==> src/common/icsw_pkg.sv <==
// Constants and types shared by the clock switch files.
package icsw_pkg;
    // Register indices on the plain register port.
    localparam logic [2:0] ADDR_CTRL   = 3'h0;
    localparam logic [2:0] ADDR_STAT   = 3'h1;
    localparam logic [2:0] ADDR_IRQ    = 3'h2;
    localparam logic [2:0] ADDR_MASK   = 3'h3;
    localparam logic [2:0] ADDR_ACTIVE = 3'h4;
    // Control register fields and reset values.
    localparam int         FREQ_LSB    = 3;
    localparam int         SCS_LSB     = 0;
    localparam logic [3:0] FREQ_RESET  = 4'h7;
    localparam logic [1:0] SCS_RESET   = 2'h0;
    localparam logic [1:0] CFG_INT     = 2'h0;
    // Status register bit positions.
    localparam int         STAT_FAST_RDY = 4;
    localparam int         STAT_SLOW_RDY = 1;
    localparam int         STAT_FAST_STB = 0;
    // Interrupt bits.
    localparam int         IRQ_DONE    = 0;
    localparam int         IRQ_STABLE  = 1;
    localparam int         IRQ_W       = 2;
    // Timing: clock period and the fast oscillator switch time.
    localparam int         CLK_PERIOD_PS   = 8000;
    localparam int         FAST_SWITCH_NS  = 2000;
    localparam int         FAST_SWITCH_CYC = FAST_SWITCH_NS * 1000 / CLK_PERIOD_PS;
    localparam int         WARMUP_CYC_DEF  = 1000;
    localparam logic [1:0] EXT_POR_TICKS   = 2'h2;
    localparam logic [1:0] SWITCH_TICKS    = 2'h1;
    localparam int         TMR_W           = 16;

    typedef enum logic [1:0] {
        SRC_EXT  = 2'h0,
        SRC_FAST = 2'h1,
        SRC_SLOW = 2'h2
    } icsw_src_t;

    typedef enum logic [2:0] {
        ST_IDLE  = 3'h1,
        ST_START = 3'h2,
        ST_EDGE  = 3'h4
    } icsw_state_t;

    // Postscaler shift of the fast oscillator for a frequency code.
    function automatic logic [3:0] icsw_div(input logic [3:0] f);
        case (f)
            4'hF: icsw_div = 4'h0;
            4'hE: icsw_div = 4'h1;
            4'hD: icsw_div = 4'h2;
            4'hC: icsw_div = 4'h3;
            4'hB: icsw_div = 4'h4;
            4'hA, 4'h7: icsw_div = 4'h5;
            4'h9, 4'h6: icsw_div = 4'h6;
            4'h8, 4'h5: icsw_div = 4'h7;
            4'h4: icsw_div = 4'h8;
            default: icsw_div = 4'h9;
        endcase
    endfunction : icsw_div
endpackage : icsw_pkg

==> src/common/icsw_tmr_if.sv <==
// Start and done handshake between the switch sequencer and its delay timer.
`timescale 1ns/100ps
`default_nettype none
interface icsw_tmr_if #(parameter int W = 16);
    logic         start;
    logic [W-1:0] count;
    logic         done;
    modport ctl (output start, output count, input done);
    modport tmr (input start, input count, output done);
endinterface : icsw_tmr_if
`default_nettype wire

==> src/rtl/icsw_clk_switch.sv <==
// Internal oscillator frequency selection and system clock source switch.
//
// The register addresses and strobed register access were decided locally.
`timescale 1ns/100ps
`default_nettype none
// Notes on behaviour
// Frequency codes 1111..1011 give 16 MHz to 1 MHz; 0111..0100, 001x slower.
// Codes 1010, 1001, 1000 give 500, 250, 125 kHz from fast oscillator.
// Codes 000x take the slow 31 kHz oscillator instead of the postscaler.
// Reset loads the frequency field with 0111, 500 kHz.
// Reset clears the source select field to 00.
// Source select 00 uses the configured oscillator source.
// Source select 1x uses the internal block at the selected frequency.
// Reserved source select 01 behaves like 00.
// A stopped new oscillator gets a start-up delay, then a current clock fall.
// Change within the same oscillator skips any start-up delay.
// Status register shows both internal oscillators' present state.
// Status bit 4 is fast ready, bit 1 is slow ready.
// Status bit 0 is fast stable, read only.
// Leaving sleep or reset onto an internal oscillator waits the warm-up delay.
// Switch to fast waits 2 us; to slow, or slow to external, one cycle each.
// Leaving sleep or reset onto the external clock waits two of its cycles.
// Configuration select 11, 10, 01 is external clock, 00 internal oscillator.
module icsw_clk_switch #(
    parameter int WARMUP_CYCLES = icsw_pkg::WARMUP_CYC_DEF
) (
    // Clock and reset.
    input  wire logic        clk_sys,
    input  wire logic        resetn,
    // Register port.
    input  wire logic [2:0]  reg_addr,
    input  wire logic [7:0]  reg_wdata,
    input  wire logic        reg_wr,
    input  wire logic        reg_rd,
    output logic [7:0]       reg_rdata,
    // Configuration and power state.
    input  wire logic [1:0]  cfg_osc_select,
    input  wire logic        sleep,
    // Oscillator state and clock edge ticks.
    input  wire logic        fast_osc_ready,
    input  wire logic        slow_osc_ready,
    input  wire logic        fast_osc_stable,
    input  wire logic        slow_tick,
    input  wire logic        ext_tick,
    input  wire logic        cur_clk_fall,
    // Clock selection outputs.
    output logic [1:0]       sys_clk_src,
    output logic             sys_clk_valid,
    output logic [3:0]       fast_div_shift,
    output logic             fast_osc_en,
    output logic             slow_osc_en,
    output logic             switch_busy,
    // Interrupt.
    output logic             irq
);
    logic [3:0]                ctrl_freq_reg;
    logic [1:0]                ctrl_scs_reg;
    logic [icsw_pkg::IRQ_W-1:0] irq_stat_reg;
    logic [icsw_pkg::IRQ_W-1:0] irq_mask_reg;
    logic [icsw_pkg::IRQ_W-1:0] irq_event;
    logic                      stable_d_reg;
    icsw_pkg::icsw_state_t     state_reg;
    icsw_pkg::icsw_src_t       act_src_reg;
    icsw_pkg::icsw_src_t       pend_src_reg;
    icsw_pkg::icsw_src_t       tgt_src;
    logic [3:0]                act_freq_reg;
    logic [3:0]                pend_freq_reg;
    logic                      act_valid_reg;
    logic                      use_tmr_reg;
    logic [1:0]                tick_need_reg;
    logic [1:0]                tick_cnt_reg;
    logic                      use_int;
    logic                      change_needed;
    logic                      go;
    logic                      same_src;
    logic                      new_tick;
    logic                      start_over;
    logic                      sw_done;
    logic [icsw_pkg::TMR_W-1:0] start_len_reg;

    icsw_tmr_if #(.W(icsw_pkg::TMR_W)) tmr_if ();

    icsw_delay_timer #(.W(icsw_pkg::TMR_W)) u_timer (
        .clk_sys (clk_sys),
        .resetn  (resetn),
        .tmr     (tmr_if.tmr)
    );

    // Configured source or internal block selection.
    always_comb begin
        // configuration decode
        use_int = ctrl_scs_reg[1] || (cfg_osc_select == icsw_pkg::CFG_INT);
        // slow oscillator codes
        if (ctrl_freq_reg[3:1] == 3'h0) begin
            tgt_src = icsw_pkg::SRC_SLOW;
        end else begin
            tgt_src = icsw_pkg::SRC_FAST;
        end
        // external when not internal
        if (!use_int) begin
            tgt_src = icsw_pkg::SRC_EXT;
        end
    end

    assign change_needed = !act_valid_reg || (tgt_src != act_src_reg) ||
                           ((tgt_src != icsw_pkg::SRC_EXT) && (ctrl_freq_reg != act_freq_reg));
    assign go        = (state_reg == icsw_pkg::ST_IDLE) && change_needed && !sleep;
    assign same_src  = act_valid_reg && (tgt_src == act_src_reg);
    assign new_tick  = (pend_src_reg == icsw_pkg::SRC_SLOW) ? slow_tick : ext_tick;
    assign start_over = use_tmr_reg ? tmr_if.done : ((tick_cnt_reg + 2'h1) >= tick_need_reg
                                                       && new_tick);
    assign sw_done   = ((state_reg == icsw_pkg::ST_START) && start_over && !act_valid_reg) ||
                       ((state_reg == icsw_pkg::ST_EDGE) && cur_clk_fall);

    // Timer load picks the warm-up or the fast switch delay.
    always_comb begin
        tmr_if.start = 1'b0;
        tmr_if.count = icsw_pkg::TMR_W'(icsw_pkg::FAST_SWITCH_CYC);
        if (go && !same_src) begin
            // warm-up after sleep or reset
            if (!act_valid_reg && tgt_src != icsw_pkg::SRC_EXT) begin
                tmr_if.start = 1'b1;
                tmr_if.count = icsw_pkg::TMR_W'(WARMUP_CYCLES);
            // fast oscillator switch time
            end else if (act_valid_reg && tgt_src == icsw_pkg::SRC_FAST) begin
                tmr_if.start = 1'b1;
            end
        end
    end

    // Switch sequencer.
    always_ff @(posedge clk_sys) begin
        if (!resetn || sleep) begin
            state_reg     <= icsw_pkg::ST_IDLE;
            pend_src_reg  <= icsw_pkg::SRC_EXT;
            pend_freq_reg <= icsw_pkg::FREQ_RESET;
            use_tmr_reg   <= 1'b0;
            tick_need_reg <= icsw_pkg::SWITCH_TICKS;
            tick_cnt_reg  <= 2'h0;
        end else begin
            case (state_reg)
                icsw_pkg::ST_IDLE: begin
                    if (go) begin
                        pend_src_reg  <= tgt_src;
                        pend_freq_reg <= ctrl_freq_reg;
                        use_tmr_reg   <= tmr_if.start;
                        tick_cnt_reg  <= 2'h0;
                        // two external cycles after reset
                        tick_need_reg <= act_valid_reg ? icsw_pkg::SWITCH_TICKS
                                                       : icsw_pkg::EXT_POR_TICKS;
                        // same oscillator goes straight to the edge wait
                        if (same_src) begin
                            state_reg <= icsw_pkg::ST_EDGE;
                        end else begin
                            state_reg <= icsw_pkg::ST_START;
                        end
                    end
                end
                icsw_pkg::ST_START: begin
                    if (!use_tmr_reg && new_tick) begin
                        tick_cnt_reg <= tick_cnt_reg + 2'h1;
                    end
                    // start-up delay then the current clock fall
                    if (start_over) begin
                        state_reg <= act_valid_reg ? icsw_pkg::ST_EDGE : icsw_pkg::ST_IDLE;
                    end
                end
                icsw_pkg::ST_EDGE: begin
                    if (cur_clk_fall) begin
                        state_reg <= icsw_pkg::ST_IDLE;
                    end
                end
                default: begin
                    state_reg <= icsw_pkg::ST_IDLE;
                end
            endcase
        end
    end

    // Active selection, updated when a switch completes; sleep clears only its valid flag.
    always_ff @(posedge clk_sys) begin
        if (!resetn) begin
            act_valid_reg  <= 1'b0;
            act_src_reg    <= icsw_pkg::SRC_EXT;
            act_freq_reg   <= icsw_pkg::FREQ_RESET;
            fast_div_shift <= icsw_pkg::icsw_div(icsw_pkg::FREQ_RESET);
        end else if (sleep) begin
            act_valid_reg <= 1'b0;
        end else if (sw_done) begin
            act_valid_reg  <= 1'b1;
            act_src_reg    <= pend_src_reg;
            act_freq_reg   <= pend_freq_reg;
            // postscaler mapping
            // duplicate codes from the fast oscillator
            fast_div_shift <= icsw_pkg::icsw_div(pend_freq_reg);
        end
    end

    assign sys_clk_src   = act_src_reg;
    assign sys_clk_valid = act_valid_reg;
    assign switch_busy   = (state_reg != icsw_pkg::ST_IDLE);
    // internal block oscillators kept running while selected or pending
    assign fast_osc_en = (act_valid_reg && act_src_reg == icsw_pkg::SRC_FAST) ||
                         (switch_busy && pend_src_reg == icsw_pkg::SRC_FAST);
    assign slow_osc_en = (act_valid_reg && act_src_reg == icsw_pkg::SRC_SLOW) ||
                         (switch_busy && pend_src_reg == icsw_pkg::SRC_SLOW);

    // Control register writes.
    always_ff @(posedge clk_sys) begin
        if (!resetn) begin
            // 500 kHz after reset
            ctrl_freq_reg <= icsw_pkg::FREQ_RESET;
            // configured source after reset
            ctrl_scs_reg  <= icsw_pkg::SCS_RESET;
        end else if (reg_wr && reg_addr == icsw_pkg::ADDR_CTRL) begin
            ctrl_freq_reg <= reg_wdata[icsw_pkg::FREQ_LSB +: 4];
            // value 01 is stored but decodes like 00
            ctrl_scs_reg  <= reg_wdata[icsw_pkg::SCS_LSB +: 2];
        end
    end

    // Interrupt status: a new event wins over a write-one clear.
    assign irq_event[icsw_pkg::IRQ_DONE]   = sw_done;
    assign irq_event[icsw_pkg::IRQ_STABLE] = fast_osc_stable && !stable_d_reg;

    always_ff @(posedge clk_sys) begin
        if (!resetn) begin
            irq_stat_reg <= '0;
            irq_mask_reg <= '0;
            stable_d_reg <= 1'b0;
        end else begin
            stable_d_reg <= fast_osc_stable;
            if (reg_wr && reg_addr == icsw_pkg::ADDR_IRQ) begin
                irq_stat_reg <= (irq_stat_reg & ~reg_wdata[icsw_pkg::IRQ_W-1:0]) | irq_event;
            end else begin
                irq_stat_reg <= irq_stat_reg | irq_event;
            end
            if (reg_wr && reg_addr == icsw_pkg::ADDR_MASK) begin
                irq_mask_reg <= reg_wdata[icsw_pkg::IRQ_W-1:0];
            end
        end
    end

    assign irq = |(irq_stat_reg & irq_mask_reg);

    // Read data one cycle after the strobe; unmapped reads return zero.
    always_ff @(posedge clk_sys) begin
        if (!resetn) begin
            reg_rdata <= 8'h00;
        end else if (reg_rd) begin
            case (reg_addr)
                icsw_pkg::ADDR_CTRL:   reg_rdata <= {1'b0, ctrl_freq_reg, 1'b0, ctrl_scs_reg};
                // live oscillator state
                // ready bits
                // stable bit
                icsw_pkg::ADDR_STAT:   reg_rdata <= {3'h0, fast_osc_ready, 2'h0,
                                                     slow_osc_ready, fast_osc_stable};
                icsw_pkg::ADDR_IRQ:    reg_rdata <= {6'h00, irq_stat_reg};
                icsw_pkg::ADDR_MASK:   reg_rdata <= {6'h00, irq_mask_reg};
                icsw_pkg::ADDR_ACTIVE: reg_rdata <= {act_valid_reg, act_freq_reg,
                                                     switch_busy, act_src_reg};
                default:               reg_rdata <= 8'h00;
            endcase
        end
    end

    // Length of the start-up wait, read only by the checks below.
    always_ff @(posedge clk_sys) begin
        if (!resetn || state_reg != icsw_pkg::ST_START) begin
            start_len_reg <= '0;
        end else begin
            start_len_reg <= start_len_reg + 16'h0001;
        end
    end

    // reset frequency
    AST_RESET_FREQ: assert property (@(posedge clk_sys)
        !resetn |=> ctrl_freq_reg == 4'h7) else $error("frequency field not 0111 after reset");
    // reset source select
    AST_RESET_SCS: assert property (@(posedge clk_sys)
        !resetn |=> ctrl_scs_reg == 2'h0) else $error("source select not cleared by reset");
    // top code mapping
    AST_DIV_TOP: assert property (@(posedge clk_sys) disable iff (!resetn)
        sw_done && !sleep && pend_freq_reg == 4'hF |=> fast_div_shift == 4'h0)
        else $error("code 1111 did not select 16 MHz");
    // duplicate code mapping
    AST_DIV_DUP: assert property (@(posedge clk_sys) disable iff (!resetn)
        sw_done && !sleep && pend_freq_reg == 4'hA |=> fast_div_shift == 4'h5)
        else $error("code 1010 did not select 500 kHz");
    // slow oscillator codes
    AST_SLOW_CODE: assert property (@(posedge clk_sys) disable iff (!resetn)
        use_int && ctrl_freq_reg[3:1] == 3'h0 |-> tgt_src == icsw_pkg::SRC_SLOW)
        else $error("code 000x did not pick the slow oscillator");
    // configured external source
    AST_SCS_CFG: assert property (@(posedge clk_sys) disable iff (!resetn)
        !ctrl_scs_reg[1] && cfg_osc_select != 2'h0 |-> tgt_src == icsw_pkg::SRC_EXT)
        else $error("select 0x did not keep the configured source");
    // internal block selection
    AST_SCS_INT: assert property (@(posedge clk_sys) disable iff (!resetn)
        ctrl_scs_reg[1] |-> tgt_src != icsw_pkg::SRC_EXT)
        else $error("select 1x did not pick the internal block");
    // same oscillator skips start-up
    AST_SAME_SRC: assert property (@(posedge clk_sys) disable iff (!resetn)
        go && same_src |=> sleep || state_reg == icsw_pkg::ST_EDGE)
        else $error("same oscillator change waited for start-up");
    // wait for the current clock fall
    AST_EDGE_WAIT: assert property (@(posedge clk_sys) disable iff (!resetn)
        state_reg == icsw_pkg::ST_EDGE && !cur_clk_fall && !sleep
        |=> state_reg == icsw_pkg::ST_EDGE && act_src_reg == $past(act_src_reg))
        else $error("switch completed without a current clock fall");
    // fast switch time
    AST_FAST_WAIT: assert property (@(posedge clk_sys) disable iff (!resetn)
        state_reg == icsw_pkg::ST_START && tmr_if.done && act_valid_reg && !sleep
        |-> start_len_reg == 16'(icsw_pkg::FAST_SWITCH_CYC - 1))
        else $error("fast oscillator switch time wrong");
    // status read data
    AST_STATUS: assert property (@(posedge clk_sys) disable iff (!resetn)
        reg_rd && reg_addr == icsw_pkg::ADDR_STAT
        |=> reg_rdata == {3'h0, $past(fast_osc_ready), 2'h0, $past(slow_osc_ready),
                          $past(fast_osc_stable)})
        else $error("status register read wrong");

    COV_SAME: cover property (@(posedge clk_sys) disable iff (!resetn) go && same_src);
    COV_FAST: cover property (@(posedge clk_sys) disable iff (!resetn)
        sw_done && act_valid_reg && pend_src_reg == icsw_pkg::SRC_FAST);
    COV_SLOW: cover property (@(posedge clk_sys) disable iff (!resetn)
        sw_done && pend_src_reg == icsw_pkg::SRC_SLOW);
    COV_IRQ: cover property (@(posedge clk_sys) disable iff (!resetn) irq);
endmodule : icsw_clk_switch
`default_nettype wire

==> src/rtl/icsw_delay_timer.sv <==
// Down counter that reports the end of an oscillator start-up delay.
`timescale 1ns/100ps
`default_nettype none
module icsw_delay_timer #(
    parameter int W = 16
) (
    // Clock and reset.
    input  wire logic clk_sys,
    input  wire logic resetn,
    // Sequencer side.
    icsw_tmr_if.tmr   tmr
);
    logic [W-1:0] cnt_reg;
    logic         run_reg;

    // Done falls in the last cycle of the loaded count.
    assign tmr.done = run_reg && (cnt_reg == {{(W-1){1'b0}}, 1'b1});

    always_ff @(posedge clk_sys) begin
        if (!resetn) begin
            run_reg <= 1'b0;
            cnt_reg <= '0;
        end else if (tmr.start) begin
            run_reg <= 1'b1;
            cnt_reg <= (tmr.count == '0) ? {{(W-1){1'b0}}, 1'b1} : tmr.count;
        end else if (run_reg) begin
            run_reg <= !tmr.done;
            cnt_reg <= cnt_reg - {{(W-1){1'b0}}, 1'b1};
        end
    end
endmodule : icsw_delay_timer
`default_nettype wire

==> config.mk <==
export PLATFORM = sky130hd
export DESIGN_NAME = icsw_clk_switch
export DESIGN_NICKNAME = d
export VERILOG_FILES = /design/src/common/icsw_pkg.sv /design/src/common/icsw_tmr_if.sv /design/src/rtl/icsw_clk_switch.sv /design/src/rtl/icsw_delay_timer.sv
export SDC_FILE = /design/constraint.sdc
export NUM_CORES = 1
export LEC_CHECK = 0
export BUFFER_PORTS_ARGS = -buffer_cell sky130_fd_sc_hd__buf_2
export CAP_MARGIN = 20
export CORE_ASPECT_RATIO = 0.7
export CORE_MARGIN = 2
export CORE_UTILIZATION = 55
export DETAILED_ROUTE_END_ITERATION = 6
export PLACE_DENSITY = 0.77
export SLEW_MARGIN = 20
export SYNTH_ARGS = -nofsm -noshare
export SYNTH_HDL_FRONTEND = slang
export SYNTH_HIERARCHICAL = 1
export SYNTH_SLANG_ARGS = --single-unit
==> constraint.sdc <==
create_clock -name clk_sys -period 6.5 [get_ports clk_sys]
set_input_delay 0 -clock clk_sys [delete_from_list [all_inputs] [get_ports clk_sys]]
set_output_delay 0 -clock clk_sys [all_outputs]
set_load 0.05 [all_outputs]
# Yosys cells after proc, flatten, opt, wreduce, memory -nomap -nowiden
# Memory sizes are Yosys's and may differ from the RTL's. A register that Yosys moved wholly into a read port is not among the register bits.
# Cells that the tools add are included.
[word_totals]
inputBits = 24
mem_bits_ro = 64
memories = 1
elab_cells = 124
register_bits = 57
output_inout_bits = 19
[mem_list]
columns = ["name", "depth", "word_bits", "rd", "rd_ports_with_merged_regs", "wr", "line", "rtl"]
rows = [
  ["(name not given)", 16, 4, 1, 1, 0, "icsw_pkg.sv:46", "case (f)"],
]
[classes]
n_lt_le_gt_ge = 1
n_mux = 26
n_bitwise = 7
add_sub_neg = 2
n_reduce_logical = 49
n_eq_ne = 21
[ops]
columns = ["op", "count"]
rows = [
  ["$pmux W8 S5", 1],
  ["$mux W16", 2],
  ["$mux W10", 3],
  ["$logic_and A1 B1 Y1", 21],
  ["$eq A16 B1 Y1 const B", 1],
  ["$logic_not A16 Y1", 1],
  ["$sub A16 B1 Y16 const B", 1],
  ["$mux W3", 5],
  ["$mux W2", 6],
  ["$eq A3 B2 Y1 const B", 3],
  ["$pmux W3 S3", 1],
  ["$logic_not A1 Y1", 8],
  ["$logic_or A1 B1 Y1", 7],
  ["$mux W1", 7],
  ["$eq A2 B1 Y1 const B", 3],
  ["$eq A3 B1 Y1 const B", 2],
  ["$eq A3 B3 Y1 const B", 2],
  ["$logic_not A3 Y1", 2],
  ["$ne A2 B2 Y1 const B", 3],
  ["$reduce_and A3 Y1", 2],
  ["$reduce_bool A2 Y1", 3],
  ["$and A2 B2 Y2", 2],
  ["$eq A2 B2 Y1 const B", 2],
  ["$ne A4 B4 Y1", 1],
  ["13 further kinds", 17],
]

# Longest topological paths before layout
[depth]
word_depth = 13
mapped_depth = 9
depth_no_buf = 8

# Cells and area by module
# The synthesis kept the hierarchy.
[modules_own_cells]
columns = ["module", "area_each_um2", "instances", "cells_each", "seq_area_each_um2"]
rows = [
  ["icsw_clk_switch", 2306.0, 1, 276, 880.8],
  ["icsw_delay_timer", 974.7, 1, 116, 340.3],
]

# Worst setup path before layout
# Ideal clock, no wire load.
[synth_path]
kind = "register -> register"
startpoint = "register u_timer.cnt_reg[7]"
endpoint = "register act_freq_reg[0]"
path_stages_with_launch = 9
t_required_ps = 6350
arrival_time_ps = 2095
setup_ps = 150
setup_slack_ps = 4254
n_path_buf = 1
synth_period_minus_slack_ps = 2246
cell_sequence = "dfxtp_1 -> or4_4 -> or3_4 -> nor3_1 -> a21oi_1 -> o21a_1 -> clkbuf_2 -> o21ai_0 -> o311ai_0"
[synth_between]
elab_chain_cells = 7
[synth_rtl]
columns = ["element", "line", "rtl"]
rows = [
  ["start: declaration", "icsw_delay_timer.sv:13", "logic [W-1:0] cnt_reg;"],
  ["start signal: assignment", "icsw_delay_timer.sv:25", "cnt_reg <= (tmr.count == '0) ? {{(W-1){1'b0}}, 1'b1} : tmr.count;"],
  ["start signal: assignment", "icsw_delay_timer.sv:28", "cnt_reg <= cnt_reg - {{(W-1){1'b0}}, 1'b1};"],
  ["$eq A16 B1 Y1", "icsw_delay_timer.sv:17", "assign tmr.done = run_reg && (cnt_reg == {{(W-1){1'b0}}, 1'b1});"],
  ["$logic_and A1 B1 Y1", "icsw_delay_timer.sv:17", ""],
  ["via tmr_if.done", "icsw_tmr_if.sv:7", "logic done;"],
  ["$mux W1", "icsw_clk_switch.sv:110", "assign start_over = use_tmr_reg ? tmr_if.done : ((tick_cnt_reg + 2'h1) >= tick_need_reg"],
  ["$logic_and A1 B1 Y1 (2 in a row)", "icsw_clk_switch.sv:112", "assign sw_done = ((state_reg == icsw_pkg::ST_START) && start_over && !act_valid_reg) ||"],
  ["$logic_or A1 B1 Y1", "icsw_clk_switch.sv:112", ""],
  ["$reduce_and A2 Y1 (no line)", "--", ""],
  ["end signal: assignment", "icsw_clk_switch.sv:185", "act_freq_reg <= icsw_pkg::FREQ_RESET;"],
  ["end signal: assignment", "icsw_clk_switch.sv:192", "act_freq_reg <= pend_freq_reg;"],
  ["end: declaration", "icsw_clk_switch.sv:66", "logic [3:0] act_freq_reg;"],
]
# The timed path passes the listed nets, and every way through them passes these cells.
# A chain may end at the register's enable or synchronous reset.

# Worst setup path in the final report
# Same ends and word-level chain as after synthesis.

==> run metrics <==
Mean Syn Cell Area between 8 and 9 sq um; Rel. slew slack 58.7%; sequential share of the synthesized area 37.2%; Synth Area in XOR/XNOR 4.54%; first-pass GRT wire length between 10 and 15 mm; CTS buffer count 9; Routed met2 length 3.31 mm; crit path cell chain or4_4 > or3_4 > nor3_1 > a21oi_1 > o21a_1 > o21ai_0 > o311ai_0; area grow syn2layout 19.1%; fill cell count 491; M1 wire length 3.95 mm; die height 68.6 microns; period utilisation layout 38.6%; vias in the first global route 2704; hold depth 2; synth top area cells dfxtp_1 (37%), a21oi_1 (5.5%), mux2i_1 (5.5%); Pleak 1.62 nW; EDFF count, synth 0; Critical-path top delay cell or4_4; worst min path class in -> reg; share of post-route cells with drive strength above 1 16.5%; Skew-Pair Late Insertion Delay between 0.3 and 0.4 ns; cells after synthesis 392; First DRT Iteration DRCs 191; main combinational cell family by area after synthesis simple AND/OR/NAND/NOR gates; total setup buffers inserted after CTS 0; Post-Synth Adder-Cell Area 1.91%; Setup TNS 0 ns; Critical Path Fanout Max 12; Worst Path Required 6.67 ns; r2r startpoint u_timer/cnt_reg[7]$_SDFFE_PN0P_; Worst Min Path Start resetn; initial core utilization 57.0%; final hold slack 0.0641 ns; Worst Skew roughly 0.0094 ns; nets 484; total congestion overflow 0; std cell rows 23; maximum VDD drop 0.126 mV; CP startpoint kind flop; most common cell after layout, fill and taps aside dfxtp_1; post-synthesis mux area share 6.94%; largest net degree at the start of global routing 29; most frequent cells in the layout dfxtp_1 (61), buf_2 (40), a21oi_1 (36); reg2reg path depth 7; max layer used met4; GPL Wtd Cong 0.855; Yosys top cell area share a little under two fifths; Mapped Area about 3300 sq um; WS Path Type reg -> reg; clock buffer depth 2; initial antenna violation count 0; # IOs 43; outcome finished, final reports clean; met3 WL 458 microns; Power Dens Cells 247 nW/um^2; max reg flops 16; library cells used by synthesis 70; final hold vios 0; router iterations before antenna repair 4; ANT cells 0; Simple-Gate Fraction of Synth Area about a quarter; CTS tree yes; crit end category flop; worst slew pin tran 0.615 ns; Slew Limit Fails 0; asr flop ratio synth 0%; area fraction in compound gates after synthesis 20.1%; H-tree Lvls 3; Die Width a little under 100 microns; Max Clk Rate 398 MHz; Warnings, synthesis 6; area leader, netlist dfxtp_1; core area 5760 sq um; Seq cells post-synth just over 60; Final ANT Viol Nets 0; final WL 7.78 mm; Clk pin slew, worst setup/hold paths 0.07 ns; post-CTS resize count 0; PortBufs 40; Total Die Area 6610 sq um; GRT Total Usage 25.4%; vias per inst about 5.7; FF-to-FF setup slack 3.99 ns; DR vias 3034; reg2reg end act_freq_reg[0]$_SDFFE_PN1P_; Clock Sinks 61; Post-DP HPWL 5.61 mm; hold worst-path end ctrl_freq_reg[1]$_SDFFE_PN1P_; maxcap violations 0; DRC Markers 0; drt wl/cell 14.5 microns; setup violators final 0; cts hold-fix bufs 8; RSZ-0062 raised after global routing false; crit path time final 2.51 ns; crit path DAT 2.68 ns; Root Buffer clkbuf_8; Critical Path Max Stage Delay 0.58 ns; top_reg_cell synth dfxtp_1
per-layer routing:
metal	track usage (%)	vias up
met3	5.87	7
met2	37.2	85
li1	-	1524
met1	36.7	1418
met5	0	-
met4	8.45	0
how the worst max path moves through the flow:
| stage | from | end | slack, ns | cells after the start |
|---|---|---|---|---|
| after floorplan | u_timer/cnt_reg[7]$_SDFFE_PN0P_ | act_freq_reg[0]$_SDFFE_PN1P_ | 4.25 | 8 |
| after global placement | u_timer/cnt_reg[7]$_SDFFE_PN0P_ | fast_div_shift[1]$_SDFFE_PN0P_ | 4.11 | 7 |
| after CTS | u_timer/cnt_reg[7]$_SDFFE_PN0P_ | act_freq_reg[0]$_SDFFE_PN1P_ | 4.02 | 7 |
| after detailed placement | u_timer/cnt_reg[7]$_SDFFE_PN0P_ | act_freq_reg[0]$_SDFFE_PN1P_ | 4.02 | 7 |
| after global routing | u_timer/cnt_reg[7]$_SDFFE_PN0P_ | fast_div_shift[1]$_SDFFE_PN0P_ | 3.80 | 7 |
| final | u_timer/cnt_reg[7]$_SDFFE_PN0P_ | act_freq_reg[0]$_SDFFE_PN1P_ | 3.99 | 7 |
cell usage after synthesis, types with 7 or more instances:
cell type  instances
mux2i_1           18
clkbuf_1          11
xnor2_1           11
o21ai_0           32
nand3_1           16
a21oi_1           36
nand2_1           25
inv_1             15
nor4_1             7
dfxtp_1           61
nor3_1            13
nor2_1            29
kinds of logic (layout without fill, tap and decap cells):
| family | after synthesis | after routing |
|---|---|---|
| AND/OR/NAND/NOR | 144 | 144 |
| AO/OA/AOI/OAI | 107 | 107 |
| flip-flops | 61 | 61 |
| buffers and inverters | 35 | 82 |
| multiplexers | 21 | 21 |
| XOR/XNOR | 17 | 17 |
| adder cells (fa/ha/maj) | 5 | 5 |
| other | 2 | 23 |
critical path, delay by kind of cell (launching register included):
kind / cells / cell delay [ns]
AOI/OAI and AO/OA: 4 / 0.72
DFF: 1 / 0.36
and+or+nand+nor: 3 / 1.25
per-stage QoR:
step           power (mW)  utilization [%]  std cells  worst slack (ns)  cell area [sq um]
6_report            0.964             67.9        535              3.99               3910
3_3_place_gp        0.543             62.2        511              4.11               3580
4_1_cts             0.964             67.9        535              4.02               3910
5_1_grt              1.00             67.9        535              3.80               3910
3_5_place_dp        0.546             62.2        511              4.02               3580
2_1_floorplan       0.514                -        413              4.25               3360
where the power goes:
group | total, mW | internal, mW | switching, mW
registers | 0.408 | 0.390 | 0.0176
clock network | 0.418 | 0.267 | 0.151
logic | 0.138 | 0.0575 | 0.0803
total | 0.964 | 0.714 | 0.249
final cells by class:
class / count / area (sq um) / share of cell area [%]
clock buffer: 11 / 141 / 3.62
clock inverter: 5 / 108 / 2.75
inverter: 16 / 60.1 / 1.54
multi-input combinational: 317 / 1990 / 50.9
sequential: 61 / 1220 / 31.2
tap: 75 / 93.8 / 2.40
timing repair buffer: 50 / 295 / 7.55
No activity file was read; power rests on OpenSTA's default activity.
